<file path="config.mk">
export PLATFORM = sky130hd
export DESIGN_NAME = flash_program_erase_control
export DESIGN_NICKNAME = d
export VERILOG_FILES = /design/src/rtl/flash_pe_pkg.sv /design/src/rtl/flash_program_erase_control.sv
export SDC_FILE = /design/constraint.sdc
export NUM_CORES = 1
export LEC_CHECK = 0
export ABC_AREA = 1
export BUFFER_PORTS_ARGS = -buffer_cell sky130_fd_sc_hd__clkbuf_2
export CORE_MARGIN = 8
export CORE_UTILIZATION = 38
export CTS_CLUSTER_DIAMETER = 80
export CTS_CLUSTER_SIZE = 20
export DETAILED_ROUTE_END_ITERATION = 8
export PLACE_DENSITY_LB_ADDON = 0.05
export SYNTH_ARGS = -nofsm -noshare
export SYNTH_HDL_FRONTEND = slang
export SYNTH_SLANG_ARGS = --single-unit
</file>
<file path="constraint.sdc">
create_clock -name clk -period 1.3 [get_ports clk]
set_input_delay 0.26 -clock clk [delete_from_list [all_inputs] [get_ports clk]]
set_output_delay 0.26 -clock clk [all_outputs]
set_load 0.01 [all_outputs]
</file>
<file path="src/rtl/flash_pe_pkg.sv">
package flash_pe_pkg;
  // ==========================================================
  // register map
  localparam logic [3:0] ADDR_MODE_CONTROL = 4'h0;
  localparam logic [3:0] ADDR_BLOCK_SELECT = 4'h1;
  localparam logic [3:0] ADDR_MODE_STATUS = 4'h2;
  localparam logic [3:0] ADDR_BLOCK_LOW = 4'h3;
  localparam logic [3:0] ADDR_BLOCK_HIGH = 4'h4;
  // ==========================================================
  // mode control fields
  localparam int BIT_PROGRAM = 0;
  localparam int BIT_ERASE = 1;
  localparam int BIT_PROGRAM_VERIFY = 2;
  localparam int BIT_ERASE_VERIFY = 3;
  localparam int BIT_PROGRAM_SETUP = 4;
  localparam int BIT_ERASE_SETUP = 5;
  localparam int BIT_WRITE_UNLOCK = 6;
  localparam logic [6:0] MODE_CONTROL_RESET = 7'h00;
  localparam logic [4:0] BLOCK_SELECT_RESET = 5'h00;
  // ==========================================================
  // array geometry
  localparam int BLOCK_COUNT = 5;
  localparam logic [14:0] UNIT_MASK = 15'h007F;
  localparam logic [14:0] BLOCK_LOW [BLOCK_COUNT] = '{15'h0000, 15'h0400, 15'h0800,
    15'h0C00, 15'h1000};
  localparam logic [14:0] BLOCK_HIGH [BLOCK_COUNT] = '{15'h03FF, 15'h07FF, 15'h0BFF,
    15'h0FFF, 15'h7FFF};

  typedef struct packed {
    logic [3:0] addr;
    logic [7:0] wdata;
    logic wr;
    logic rd;
  } bus_req_type;

  typedef struct packed {
    logic program_mode;
    logic erase_mode;
    logic program_verify_mode;
    logic erase_verify_mode;
    logic program_setup_state;
    logic erase_setup_state;
  } mode_type;
endpackage : flash_pe_pkg

</file>
<file path="src/rtl/flash_program_erase_control.sv">
// The address map and strobed register access were left to the implementer.
`timescale 1ns/10ps
// Functional notes
// - programming works on 128-byte units starting at low byte 00 or 80.
// - an erase clears exactly one block: four 1 kbyte, one 28 kbyte.
// - blocks span 0000-03FF, 0400-07FF, 0800-0BFF, 0C00-0FFF, 1000-7FFF.
// - write-unlock bit 6 gates setting every other control and block bit.
// - bit 5 enters erase-setup; clearing it cancels.
// - bit 4 enters program-setup; clearing it cancels.
// - bit 3 enters erase-verify mode; clearing leaves it.
// - bit 2 enters program-verify mode; clearing leaves it.
// - erase bit 1 enters erase mode only with unlock and erase-setup set.
// - program bit 0 enters program mode only with unlock and program-setup set.
// - bit 7 reads zero; all control bits reset to zero.
// - block select is forced to zero while unlock is zero.
// - writing more than one block select bit clears them all.
// - select bits 4..0 pick 1000-7FFF, 0C00, 0800, 0400, 0000.
module flash_program_erase_control
  import flash_pe_pkg::*;
(
  input wire logic clk,
  input wire logic resetn,
  input wire flash_pe_pkg::bus_req_type bus_req,
  output logic [7:0] rdata,
  input wire logic [14:0] unit_addr,
  output flash_pe_pkg::mode_type mode,
  output logic [4:0] erase_block,
  output logic [14:0] erase_low,
  output logic [14:0] erase_high,
  output logic unit_aligned
);
  import flash_pe_pkg::*;

  // ==========================================================
  // decode
  logic [6:0] control_reg;
  logic [6:0] control_next;
  logic [4:0] select_reg;
  logic [4:0] select_next;
  logic [7:0] rdata_reg;
  logic [7:0] rdata_next;
  logic [2:0] sel_index;
  wire wr_control = bus_req.wr && (bus_req.addr == ADDR_MODE_CONTROL);
  wire wr_select = bus_req.wr && (bus_req.addr == ADDR_BLOCK_SELECT);
  wire unlock_now = control_reg[BIT_WRITE_UNLOCK];
  wire unlock_new = bus_req.wdata[BIT_WRITE_UNLOCK];
  wire [4:0] sel_wdata = bus_req.wdata[4:0];
  wire sel_multi = (sel_wdata & (sel_wdata - 5'h01)) != 5'h00;

  function automatic logic [2:0] onehot_index(input logic [4:0] v);
    onehot_index = 3'h0;
    for (int i = 0; i < BLOCK_COUNT; i++) begin
      if (v[i]) begin
        onehot_index = 3'(i);
      end
    end
  endfunction : onehot_index

  // ==========================================================
  // mode control register
  // each bit except unlock may only rise while unlock is already held; clears always pass
  always_comb begin
    control_next = control_reg;
    if (wr_control) begin
      control_next[BIT_WRITE_UNLOCK] = unlock_new;
      for (int b = 0; b < BIT_WRITE_UNLOCK; b++) begin
        if (!bus_req.wdata[b]) begin
          control_next[b] = 1'b0;
        end else if (unlock_now) begin
          control_next[b] = 1'b1;
        end
      end
    end
  end

  // ==========================================================
  // erase block select register
  always_comb begin
    select_next = select_reg;
    if (!control_next[BIT_WRITE_UNLOCK]) begin
      select_next = BLOCK_SELECT_RESET;
    end else if (wr_select && unlock_now) begin
      select_next = sel_multi ? BLOCK_SELECT_RESET : sel_wdata;
    end
  end

  always_comb begin
    if (bus_req.addr == ADDR_MODE_CONTROL) begin
      rdata_next = {1'b0, control_reg};
    end else if (bus_req.addr == ADDR_BLOCK_SELECT) begin
      rdata_next = {3'h0, select_reg};
    end else if (bus_req.addr == ADDR_MODE_STATUS) begin
      rdata_next = {2'h0, mode};
    end else if (bus_req.addr == ADDR_BLOCK_LOW) begin
      rdata_next = erase_low[14:7];
    end else if (bus_req.addr == ADDR_BLOCK_HIGH) begin
      rdata_next = erase_high[14:7];
    end else begin
      rdata_next = 8'h00;
    end
    if (!bus_req.rd) begin
      rdata_next = 8'h00;
    end
  end

  always_ff @(posedge clk) begin
    if (!resetn) begin
      control_reg <= MODE_CONTROL_RESET;
      select_reg <= BLOCK_SELECT_RESET;
      rdata_reg <= 8'h00;
    end else begin
      control_reg <= control_next;
      select_reg <= select_next;
      rdata_reg <= rdata_next;
    end
  end

  // ==========================================================
  // mode outputs
  // erase and program need their setup bit and unlock held at the same time
  wire erase_entered = control_reg[BIT_ERASE] && unlock_now
    && control_reg[BIT_ERASE_SETUP];
  wire program_entered = control_reg[BIT_PROGRAM] && unlock_now
    && control_reg[BIT_PROGRAM_SETUP];
  // one assignment for the whole struct keeps a single driver on the port
  assign mode = '{
    program_mode: program_entered,
    erase_mode: erase_entered,
    program_verify_mode: control_reg[BIT_PROGRAM_VERIFY],
    erase_verify_mode: control_reg[BIT_ERASE_VERIFY],
    program_setup_state: control_reg[BIT_PROGRAM_SETUP],
    erase_setup_state: control_reg[BIT_ERASE_SETUP]
  };
  assign rdata = rdata_reg;
  assign erase_block = select_reg;
  assign sel_index = onehot_index(select_reg);
  // a zero selection reports an empty range of all zeros
  assign erase_low = (select_reg == 5'h00) ? 15'h0000 : BLOCK_LOW[sel_index];
  assign erase_high = (select_reg == 5'h00) ? 15'h0000 : BLOCK_HIGH[sel_index];
  assign unit_aligned = (unit_addr & UNIT_MASK) == 15'h0000;

  // ==========================================================
  // checks
  property p_locked_no_set;
    @(posedge clk) disable iff (!resetn)
      (wr_control && !unlock_now) |=> ((control_reg[5:0] & ~$past(control_reg[5:0])) == 6'h00);
  endproperty
  a_locked_no_set: assert property (p_locked_no_set) else $error("bit set while locked");

  property p_select_cleared;
    @(posedge clk) disable iff (!resetn)
      !control_reg[BIT_WRITE_UNLOCK] |-> select_reg == 5'h00;
  endproperty
  a_select_cleared: assert property (p_select_cleared) else $error("select while locked");

  property p_select_onehot;
    @(posedge clk) disable iff (!resetn)
      $onehot0(select_reg);
  endproperty
  a_select_onehot: assert property (p_select_onehot) else $error("select not one-hot");

  property p_multi_clears;
    @(posedge clk) disable iff (!resetn)
      (wr_select && unlock_now && sel_multi) |=> select_reg == 5'h00;
  endproperty
  a_multi_clears: assert property (p_multi_clears) else $error("multi select kept");

  property p_erase_gate;
    @(posedge clk) disable iff (!resetn)
      mode.erase_mode |-> (control_reg[BIT_ERASE_SETUP] && control_reg[BIT_WRITE_UNLOCK]);
  endproperty
  a_erase_gate: assert property (p_erase_gate) else $error("erase without setup");

  property p_program_gate;
    @(posedge clk) disable iff (!resetn)
      mode.program_mode |-> (control_reg[BIT_PROGRAM_SETUP] && control_reg[BIT_WRITE_UNLOCK]);
  endproperty
  a_program_gate: assert property (p_program_gate) else $error("program without setup");

  property p_read_control;
    @(posedge clk) disable iff (!resetn)
      (bus_req.rd && bus_req.addr == ADDR_MODE_CONTROL) |=>
        rdata == {1'b0, $past(control_reg)};
  endproperty
  a_read_control: assert property (p_read_control) else $error("control readback");

  property p_clear_cancels;
    @(posedge clk) disable iff (!resetn)
      (wr_control && !bus_req.wdata[BIT_ERASE_SETUP]) |=> !mode.erase_setup_state;
  endproperty
  a_clear_cancels: assert property (p_clear_cancels) else $error("setup not cancelled");

  property p_big_block;
    @(posedge clk) disable iff (!resetn)
      select_reg[4] |-> (erase_low == 15'h1000 && erase_high == 15'h7FFF);
  endproperty
  a_big_block: assert property (p_big_block) else $error("large block range");

  // ==========================================================
  // checks: register writes, mode levels and read path
  property p_unlock_follows;
    @(posedge clk) disable iff (!resetn)
      wr_control |=> control_reg[BIT_WRITE_UNLOCK] == $past(unlock_new);
  endproperty
  a_unlock_follows: assert property (p_unlock_follows) else $error("unlock not written");

  property p_unlocked_sets;
    @(posedge clk) disable iff (!resetn)
      (wr_control && unlock_now) |=> control_reg[5:0] == $past(bus_req.wdata[5:0]);
  endproperty
  a_unlocked_sets: assert property (p_unlocked_sets) else $error("control not held");

  property p_clear_program_setup;
    @(posedge clk) disable iff (!resetn)
      (wr_control && !bus_req.wdata[BIT_PROGRAM_SETUP]) |=> !mode.program_setup_state;
  endproperty
  a_clear_program_setup: assert property (p_clear_program_setup) else $error("psetup kept");

  property p_erase_cancel;
    @(posedge clk) disable iff (!resetn)
      (wr_control && !bus_req.wdata[BIT_ERASE]) |=> !mode.erase_mode;
  endproperty
  a_erase_cancel: assert property (p_erase_cancel) else $error("erase not cancelled");

  property p_program_cancel;
    @(posedge clk) disable iff (!resetn)
      (wr_control && !bus_req.wdata[BIT_PROGRAM]) |=> !mode.program_mode;
  endproperty
  a_program_cancel: assert property (p_program_cancel) else $error("program not cancelled");

  property p_verify_erase;
    @(posedge clk) disable iff (!resetn)
      (wr_control && unlock_now) |=> mode.erase_verify_mode == $past(bus_req.wdata[3]);
  endproperty
  a_verify_erase: assert property (p_verify_erase) else $error("erase verify level");

  property p_verify_program;
    @(posedge clk) disable iff (!resetn)
      (wr_control && unlock_now) |=> mode.program_verify_mode == $past(bus_req.wdata[2]);
  endproperty
  a_verify_program: assert property (p_verify_program) else $error("program verify level");

  property p_read_select;
    @(posedge clk) disable iff (!resetn)
      (bus_req.rd && bus_req.addr == ADDR_BLOCK_SELECT) |=>
        rdata == {3'h0, $past(select_reg)};
  endproperty
  a_read_select: assert property (p_read_select) else $error("select readback");

  property p_read_status;
    @(posedge clk) disable iff (!resetn)
      (bus_req.rd && bus_req.addr == ADDR_MODE_STATUS) |=>
        rdata == {2'h0, $past(mode)};
  endproperty
  a_read_status: assert property (p_read_status) else $error("status readback");

  property p_read_block_low;
    @(posedge clk) disable iff (!resetn)
      (bus_req.rd && bus_req.addr == ADDR_BLOCK_LOW) |=>
        rdata == $past(erase_low[14:7]);
  endproperty
  a_read_block_low: assert property (p_read_block_low) else $error("low readback");

  property p_read_block_high;
    @(posedge clk) disable iff (!resetn)
      (bus_req.rd && bus_req.addr == ADDR_BLOCK_HIGH) |=>
        rdata == $past(erase_high[14:7]);
  endproperty
  a_read_block_high: assert property (p_read_block_high) else $error("high readback");

  // read data stand for one cycle only, so a stale value cannot be mistaken for a fresh read
  property p_read_idle;
    @(posedge clk) disable iff (!resetn)
      !bus_req.rd |=> rdata == 8'h00;
  endproperty
  a_read_idle: assert property (p_read_idle) else $error("read data not idle");

  property p_reset_values;
    @(posedge clk)
      !resetn |=> (control_reg == MODE_CONTROL_RESET && select_reg == BLOCK_SELECT_RESET);
  endproperty
  a_reset_values: assert property (p_reset_values) else $error("reset values");

  property p_single_select;
    @(posedge clk) disable iff (!resetn)
      (wr_select && unlock_now && !sel_multi) |=> select_reg == $past(sel_wdata);
  endproperty
  a_single_select: assert property (p_single_select) else $error("single select lost");

  property p_small_blocks;
    @(posedge clk) disable iff (!resetn)
      (select_reg[3:0] != 4'h0) |->
        (erase_high - erase_low) == (BLOCK_HIGH[0] - BLOCK_LOW[0]);
  endproperty
  a_small_blocks: assert property (p_small_blocks) else $error("small block size");

  property p_unit_aligned;
    @(posedge clk) disable iff (!resetn)
      unit_aligned == (unit_addr[7:0] == 8'h00 || unit_addr[7:0] == 8'h80);
  endproperty
  a_unit_aligned: assert property (p_unit_aligned) else $error("unit alignment");

  property p_empty_range;
    @(posedge clk) disable iff (!resetn)
      (select_reg == 5'h00) |-> (erase_low == 15'h0000 && erase_high == 15'h0000);
  endproperty
  a_empty_range: assert property (p_empty_range) else $error("range without block");

  for (genvar g = 0; g < BLOCK_COUNT; g++) begin : g_block_range
    property p_block_range;
      @(posedge clk) disable iff (!resetn)
        select_reg[g] |-> (erase_low == BLOCK_LOW[g] && erase_high == BLOCK_HIGH[g]);
    endproperty
    a_block_range: assert property (p_block_range) else $error("block range");
  end
endmodule : flash_program_erase_control

</file>
# Yosys cells after proc, flatten, opt, wreduce, memory -nomap -nowiden
# Memory sizes are Yosys's and may differ from the RTL's.
# Index checks and enable logic that the tools add are counted.
[classes] n_mux=24 bitwise_logic=4 addsub=1 magnitude_cmp=1 eq_ne=10 n_reduce_logical=20
[op_table] operator="$mux W15" n=6
[op_table] operator="$mux W7" n=4
[op_table] operator="$mux W8" n=2
[op_table] operator="$reduce_and A2 Y1" n=8
[op_table] operator="$logic_not A15 Y1" n=1
[op_table] operator="$ne A2 B1 Y1 const B" n=6
[op_table] operator="$mux W3" n=3
[op_table] operator="$eq A4 B2 Y1 const B" n=2
[op_table] operator="$mux W1" n=8
[op_table] operator="$logic_and A1 B1 Y1" n=7
[op_table] operator="$and A5 B5 Y5" n=1
[op_table] operator="$logic_not A5 Y1" n=1
[op_table] operator="$mux W5" n=1
[op_table] operator="$reduce_bool A5 Y1" n=1
[op_table] operator="$reduce_or A5 Y1" n=1
[op_table] operator="$sub A5 B1 Y5 const B" n=1
[op_table] operator="$eq A4 B1 Y1 const B" n=1
[op_table] operator="$eq A4 B3 Y1 const B" n=1
[op_table] operator="$ge A4 B4 Y1 const B" n=1
[op_table] operator="$logic_not A4 Y1" n=1
[op_table] operator="$not A3 Y4" n=1
[op_table] operator="$not A1 Y1" n=2
[word_totals] input_bits=31 output_inout_bits=50 wordCells=72 romBits=240 ff_bits=20 memories=2
[mem_list] memory="(no name shown)" depth=8 word_bits=15 rd=1 rd_ports_with_merged_regs=0 wr=0 line_no="flash_program_erase_control.sv:139" text="assign erase_high = (select_reg == 5'h00) ? 15'h0000 : BLOCK_HIGH[sel_index];"
[mem_list] memory="(no name shown)" depth=8 word_bits=15 rd=1 rd_ports_with_merged_regs=0 wr=0 line_no="flash_program_erase_control.sv:138" text="assign erase_low = (select_reg == 5'h00) ? 15'h0000 : BLOCK_LOW[sel_index];"

# Logic depth before layout (Yosys ltp)
# Gate-level depths: netlist of run 1.
[depth] ltp_word=14 depth_mapped=8 ltp_nobuf=8

# Worst setup path before layout of run 1
# Ideal clock, no wire load.
[synth_path] path_kind="register to output" from="reg select_reg[4] (netlist: erase_block[4])" to="out erase_high[1]" required_time_ns=1.040 path_buffers=1 path_stages_with_launch=4 setup_slack_ns=-0.090 arrival_ns=1.130 cell_sequence="dfxtp_1 inv_1 nand4_1 buf_4"
[synth_between] elab_chain_cells=6 elab_cells_between_ends=7 cone_classes="4 x mux; 1 x bitwise; 1 x reduce/logical; 1 x memory"
[synth_rtl] element="start, declared" line_no="flash_program_erase_control.sv:38" text="logic [4:0] select_reg;"
[synth_rtl] element="start signal, assigned" line_no="flash_program_erase_control.sv:113" text="select_reg <= select_next;"
[synth_rtl] element="$mux W3" line_no="flash_program_erase_control.sv:53" text="if (v[i]) begin"
[synth_rtl] element="$not A3 Y4 (implied by the code)" line_no="flash_program_erase_control.sv:139"
[synth_rtl] element="$mem_v2 Z8 W15"
[synth_rtl] element="$mux W15 (implied by the code) (2 in a row)" line_no="flash_program_erase_control.sv:139"
[synth_rtl] element="$mux W15 *" line_no="flash_program_erase_control.sv:139"
[synth_rtl] element="end, declared" line_no="flash_program_erase_control.sv:29" text="output logic [14:0] erase_high,"
# Mark *: on every way between the ends. The rest lies on a longest branch, timed or not. The select of a mux whose other input is x is not followed.

# Final worst setup path of run 1
[layout_path] from="reg select_reg[3] (netlist: erase_block[3])" to="out erase_high[0]"
[layout_between] elab_chain_cells=7 elab_cells_between_ends=8 cone_classes="5 x mux; 1 x bitwise; 1 x reduce/logical; 1 x memory"
[layout_rtl] element="$mux W3 (2 in a row)" line_no="flash_program_erase_control.sv:53"
[layout_rtl] element="$not A3 Y4 (implied by the code)" line_no="flash_program_erase_control.sv:139"
[layout_rtl] element="$mem_v2 Z8 W15"
[layout_rtl] element="$mux W15 (implied by the code) (2 in a row)" line_no="flash_program_erase_control.sv:139"
[layout_rtl] element="$mux W15 *" line_no="flash_program_erase_control.sv:139"
# Marked as above.

==> key figures, run 1 <==
Placement
  – Post-DP HPWL: 2830 um
  – GPL Wtd Cong: 0.808
  – PortBufs: 59
  – Inst Count DP: 292

Synth
  – Mapped Cells: 201
  – Simple-gate area share of the yosys netlist: 0.306
  – Synth cell types: 20
  – Number of synthesized register bits: 20
  – Post-synthesis mux area share: 0
  – Synth Area in Adders: 0
  – Largest family of logic cells by synthesized area: simple AND/OR/NAND/NOR gates
  – Cell Area, Synth: 1300 um2
  – Synth Area in Compound Gates: 0.116
  – Warnings, synthesis: 0
  – Syn_area_per_cell: 6.47 um2
  – Area share of xor/xnor cells in the synthesized design: 0
  – Seq/Total Area, Yosys: 0.308

Floorplan
  – # IOs: 81
  – Core Rows: 21
  – Initial core utilization: 0.393
  – Die area: ~5500 um2
  – Die W: 74.5 um
  – Die H: 74.5 um
  – Core area: 3310 um2

STA
  – Slew Viols, Final: 0
  – Worst clock skew: 0.00348 ns
  – Max Fclk: 0.689 GHz
  – RSZ-0062 raised after global routing: yes
  – Setup violators final: 12
  – Crit path time final: roughly 1.5 ns
  – Setup_tns: -1.63 ns
  – Final hold slack: 0.228 ns
  – Period utilisation layout: 1.12
  – Endpoints failing hold: 0
  – Post-route setup slack: -0.152 ns

Run status
  – Failing checks: negative setup slack
  – Status: finished with violations

Final layout
  – Max reg flops: 8
  – Area Growth Syn to Fin: 30.5%
  – Most frequent cells in the layout: clkbuf_2 (56), nand2_1 (49), inv_1 (24), nor2_1 (17), o21ai_0 (16)
  – Commonest non-fill, non-tap cell in the layout: clkbuf_2
  – Antenna cells: 0
  – Post-Layout Cell Count: between 300 and 400
  – Final net count: between 200 and 300
  – Share of layout cells above drive strength 1: 0.403

Pwr
  – Peak VDD IR: roughly 0.32 mV
  – Lkg Pwr: 0.974 nW
  – PD cells: between 700 and 800 nW/um2
  – Power Total: 0.00127 W

Global route
  – First-pass GRT wire length: between 5000 and 6000 um
  – Vias in the first global route: around 1,300
  – Initial antenna violation count: 0
  – GRT overflow: 0
  – Tot GR Track Use: 0.125
  – Largest net degree at the start of global routing: 13

Drt
  – Vias: roughly 1,300
  – Initial DRC Count: 46
  – Remaining antenna violation count: 0
  – DR pass1 iterations: 4
  – DRC: 0
  – DRT Wirelength: between 3000 and 4000 um
  – Drt wl/cell: approximately 11 um
  – Vias per inst: roughly 4.3

Worst setup path
  – WP data arrival: 1.19 ns
  – Type of origin of the critical path: flip-flop
  – Crit path required time: ~1.0 ns
  – CP endpoint: erase_high[0]
  – Worst r2r path cells: 5
  – Crit Path Class: reg -> out
  – Crit path from: erase_block[3]
  – Setup slack, reg-to-reg: 0.20 ns
  – Worst r2r src: erase_block[4]
  – Critical path fanouts, max: 10
  – Critical path endpoint category: output pin
  – Reg2reg end: rdata[6]

Clock network
  – TritonCTS Buffers: 3
  – Root Buffer: clkbuf_4
  – Htree depth: 1
  – Clock-pin slew on the worst setup and hold paths: between 0.1 and 0.15 ns
  – Clock insertion delay at the later pin of the skew report: roughly 0.3 ns
  – Cts hold-fix bufs: 0
  – CTS tree: done
  – Sink Count: 20
  – Clock Path Buffers: 2

Min path
  – Hold crit path type: in -> reg

Run
  – MaxCap Viol Count: 0
==> layout make-up <==
type | instances | area (um2)
Sequential cell | 20 | 412
Tap cell | 46 | 57.6
Inverter | 30 | 113
Multi-Input combinational cell | 130 | 637
Timing Repair Buffer | 74 | 425
Fill cell | 382 | 1610
Clock inverter | 1 | 30.0
Clock buffer | 3 | 22.5
==> worst min path at each step <==
stage | start | endpoint | slack, ns | cells after the start
floorplan | resetn | control_reg[0] | 0.40 | 2
global placement | control_reg[0] | control_reg[0] | 0.47 | 2
detailed placement | control_reg[0] | control_reg[0] | 0.47 | 2
CTS | bus_req[0] | rdata[5] | 0.22 | 3
global route | bus_req[0] | rdata[5] | 0.23 | 3
finish | bus_req[0] | rdata[5] | 0.23 | 3
==> metal layers <==
layer	vias up	GRT usage	wire length [um]
met4	0	0.0826	93
met1	560	0.143	1470
met5	-	0	0
met2	50	0.206	1490
met3	6	0.0256	292
li1	698	-	-
==> worst max-delay path: stages (launching register included) <==
cell,delay [ns]
dfxtp_2,0.36
nor2_4,0.12
nand4_1,0.13
buf_6,0.17
clkbuf_2,0.12
==> cells by family after synthesis <==
group,count (synthesis)
AOI/OAI and AO/OA,28
buffers and inverters,62
DFF,20
other,1
and+or+nand+nor,90
==> power by group <==
group | internal, W | switching (W) | total [W]
sequential | 0.000613 | 0.00000142 | 0.000615
clock | 0.000312 | 0.000204 | 0.000515
combinational | 0.0000507 | 0.0000881 | 0.000139
==> synthesized netlist by cell type (all sizes together) <==
cell type / instances / area (um2)
a31o: 1 / 8.76
o21ai: 16 / 80.1
o21bai: 3 / 22.5
dfxtp: 20 / 400
nand2: 52 / 200
nand4: 2 / 12.5
buf: 30 / 225
inv: 30 / 113
a21oi: 8 / 40.0
conb: 1 / 3.75
clkbuf: 2 / 8.75
nor4: 1 / 6.26
nor3: 2 / 10.0
nor2: 21 / 96.3
nand3: 12 / 72.6
==> metrics by stage <==
stage	setup WS, ns	utilization	cell area, um2
3_5_place_dp	-0.0215	0.458	1520
4_1_cts	-0.165	0.503	1670
2_1_floorplan	-0.0355	-	1350
3_3_place_gp	-0.00919	0.458	1520
6_report	-0.152	0.512	1700
5_1_grt	-0.237	0.512	1700
==> what timing repair did <==
| action | 4_1_cts | 5_1_grt |
|---|---|---|
| pin swaps | 3 | 1 |
| setup buffers | 5 | 3 |
| endpoints found under the hold margin | 0 | 0 |
| endpoints found under the setup margin | 15 | 16 |
| resized for setup | 18 | 8 |
No activity file was read; power rests on OpenSTA's default activity.
==> inputs of run 2 (changes only) <==
--- a/config.mk
+++ b/config.mk
@@ -7,8 +7,10 @@
 export LEC_CHECK = 0
 export ABC_AREA = 1
 export BUFFER_PORTS_ARGS = -buffer_cell sky130_fd_sc_hd__clkbuf_2
+export CELL_PAD_IN_SITES_DETAIL_PLACEMENT = 1
+export CELL_PAD_IN_SITES_GLOBAL_PLACEMENT = 1
 export CORE_MARGIN = 8
-export CORE_UTILIZATION = 38
+export CORE_UTILIZATION = 25
 export CTS_CLUSTER_DIAMETER = 80
 export CTS_CLUSTER_SIZE = 20
 export DETAILED_ROUTE_END_ITERATION = 8
==> key figures, run 2 (same netlist as run 1, synthesis figures left out) <==
Floorplan
  – Die W: 88.1 um (was 74.5 um)
  – Core Rows: 26 (was 21)
  – Die area: 7760 um2 (was 5550 um2)
  – Core area: 5070 um2 (was 3310 um2)
  – # IOs: 81 (unchanged)
  – Die H: 88.1 um (was 74.5 um)
  – Initial core utilization: 0.256 (was 0.393)

Global route
  – Tot GR Track Use: 0.110 (was 0.125)
  – Largest net degree at the start of global routing: 12 (was 13)
  – Initial antenna violation count: 0 (unchanged)
  – First-pass GRT wire length: 6780 um (was 5520 um)
  – Vias in the first global route: 1,363 (was 1,311)
  – GRT overflow: 0 (unchanged)

Drt
  – Vias per inst: 4.04 (was 4.32)
  – DR pass1 iterations: 3 (was 4)
  – Vias: 1,332 (was 1,314)
  – Remaining antenna violation count: 0 (unchanged)
  – DRT Wirelength: 4090 um (was 3350 um)
  – Drt wl/cell: 12.4 um (was 11.0 um)
  – DRC: 0 (unchanged)
  – Initial DRC Count: 43 (was 46)

Final layout
  – Commonest non-fill, non-tap cell in the layout: clkbuf_2 (unchanged)
  – Reg area: 415 um2 (was 412 um2)
  – Share of layout cells above drive strength 1: 0.396 (was 0.403)
  – Max reg flops: 8 (unchanged)
  – Final net count: 292 (was 290)
  – Antenna cells: 0 (unchanged)
  – Most frequent cells in the layout: clkbuf_2 (57), nand2_1 (47), inv_1 (27), nor2_1 (16), o21ai_0 (16) (was clkbuf_2 (56), nand2_1 (49), inv_1 (24), nor2_1 (17), o21ai_0 (16))
  – Multi-input logic area: 636 um2 (was 637 um2)
  – Area Growth Syn to Fin: 34.5% (was 30.5%)
  – Number of fill cells: 694 (was 382)
  – Post-Layout Cell Count: 330 (was 304)

Clock network
  – Root Buffer: clkbuf_8 (was clkbuf_4)
  – Sink Count: 20 (unchanged)
  – Htree depth: 1 (unchanged)
  – CTS tree: done (unchanged)
  – TritonCTS Buffers: 3 (unchanged)
  – Clock insertion delay at the later pin of the skew report: 0.26 ns (was 0.30 ns)
  – Clock Path Buffers: 2 (unchanged)
  – Cts hold-fix bufs: 0 (unchanged)
  – Clock-pin slew on the worst setup and hold paths: 0.08 ns (was 0.12 ns)

Worst setup path
  – Critical path's largest stage delay: 0.36 ns (about the same)
  – Crit Path Class: reg -> out (unchanged)
  – Type of origin of the critical path: flip-flop (unchanged)
  – Crit path required time: 1.04 ns (about the same)
  – Family with the most delay on the worst path: flip-flops (unchanged)
  – Worst path slowest cell: dfxtp_4 (was dfxtp_2)
  – WP buf/inv: 2 (unchanged)
  – Cells along the critical path: nor2_4 -> nand4_1 -> buf_6 -> clkbuf_2 (unchanged)
  – Critical path fanouts, max: 10 (unchanged)
  – WP data arrival: 1.13 ns (was 1.19 ns)
  – Crit path from: erase_block[3] (unchanged)
  – Worst r2r src: erase_block[3] (was erase_block[4])
  – Critical path endpoint category: output pin (unchanged)

STA
  – Post-route setup slack: -0.0856 ns (was -0.152 ns)
  – Max Fclk: 0.722 GHz (was 0.689 GHz)
  – Worst clock skew: 0.00424 ns (was 0.00348 ns)
  – Crit path time final: 1.39 ns (was 1.45 ns)
  – Period utilisation layout: 1.07 (was 1.12)
  – Slew Viols, Final: 0 (unchanged)
  – Setup violators final: 12 (unchanged)
  – RSZ-0062 raised after global routing: yes (unchanged)
  – Endpoints failing hold: 0 (unchanged)

Pwr
  – Peak VDD IR: 0.326 mV (was 0.317 mV)
  – Lkg Pwr: 0.980 nW (was 0.974 nW)
  – PD cells: 708 nW/um2 (was 748 nW/um2)

Min path
  – Hold crit path type: in -> reg (unchanged)
  – Hold_sp: bus_req[0] (unchanged)

Run status
  – Failing checks: negative setup slack (unchanged)
  – Status: finished with violations (unchanged)

Placement
  – PortBufs: 59 (unchanged)
  – GPL Wtd Cong: 0.728 (was 0.808)
  – Post-DP HPWL: 3480 um (was 2830 um)
  – Pre-CTS setup slack: -0.0478 ns (was -0.0215 ns)
  – Inst Count DP: 323 (was 292)

Run
  – MaxCap Viol Count: 0 (unchanged)
-- run 2: path summary, 6_finish.rpt --
check / endpoint / slack (ns) / depth (start not counted)
setup / recovery: erase_high[2] / -0.09 / 4
hold / removal: rdata[5] / 0.29 / 3
hold reg to reg: control_reg[0] / 0.49 / 2
setup reg to reg: rdata[1] / 0.16 / 7
-- run 2: what timing repair did --
item,CTS,global route
pin swaps,1,0
setup endpoints to repair,15,16
endpoints found under the hold margin,0,0
gates resized for setup,9,17
cloned,0,0
buffers inserted,2,2
-- run 2: worst register-to-register path: cells and delay by family, from the launching register on --
| kind | cells | cell delay [ns] |
|---|---|---|
| and+or+nand+nor | 4 | 0.32 |
| DFF | 1 | 0.36 |
| buffers and inverters | 2 | 0.22 |
| AOI/OAI and AO/OA | 1 | 0.14 |
-- run 2: metal layers --
metal  GRT usage  vias up  routed length [um]
met1       0.142      592                1870
met5           0        -                   0
li1            -      700                   -
met2       0.176       38                1910
met3      0.0225        2                 270
met4      0.0369        0                  40
-- run 2: through the flow --
step                 util  instance area, um2  power (W)  hold WS, ns  TNS (ns)
finish              0.344                1750    0.00124        0.286    -0.833
global route        0.344                1750    0.00132        0.306     -1.89
CTS                 0.334                1690    0.00127        0.278     -1.16
detailed placement  0.315                1600   0.000781        0.473   -0.0824
global placement    0.315                1600   0.000781        0.466    -0.115
floorplan               -                1350   0.000730        0.398    -0.389
-- run 2: final cells by class --
| class | instances | area share |
|---|---|---|
| clock buffers | 4 | 0.0315 |
| flip-flops and latches | 20 | 0.238 |
| well taps | 70 | 0.0501 |
| repair buffers | 76 | 0.250 |
| inverters | 30 | 0.0673 |
| multi-input cells | 130 | 0.364 |
-- run 2: report_power, final --
| part | leakage [nW] | total (W) | internal (W) | switching [W] |
|---|---|---|---|---|
| Clock | 0.0288 | 0.000477 | 0.000269 | 0.000208 |
| Sequential | 0.165 | 0.000611 | 0.000609 | 0.00000186 |
| Combinational | 0.786 | 0.000150 | 0.0000576 | 0.0000920 |
| Total | 0.980 | 0.00124 | 0.000936 | 0.000302 |
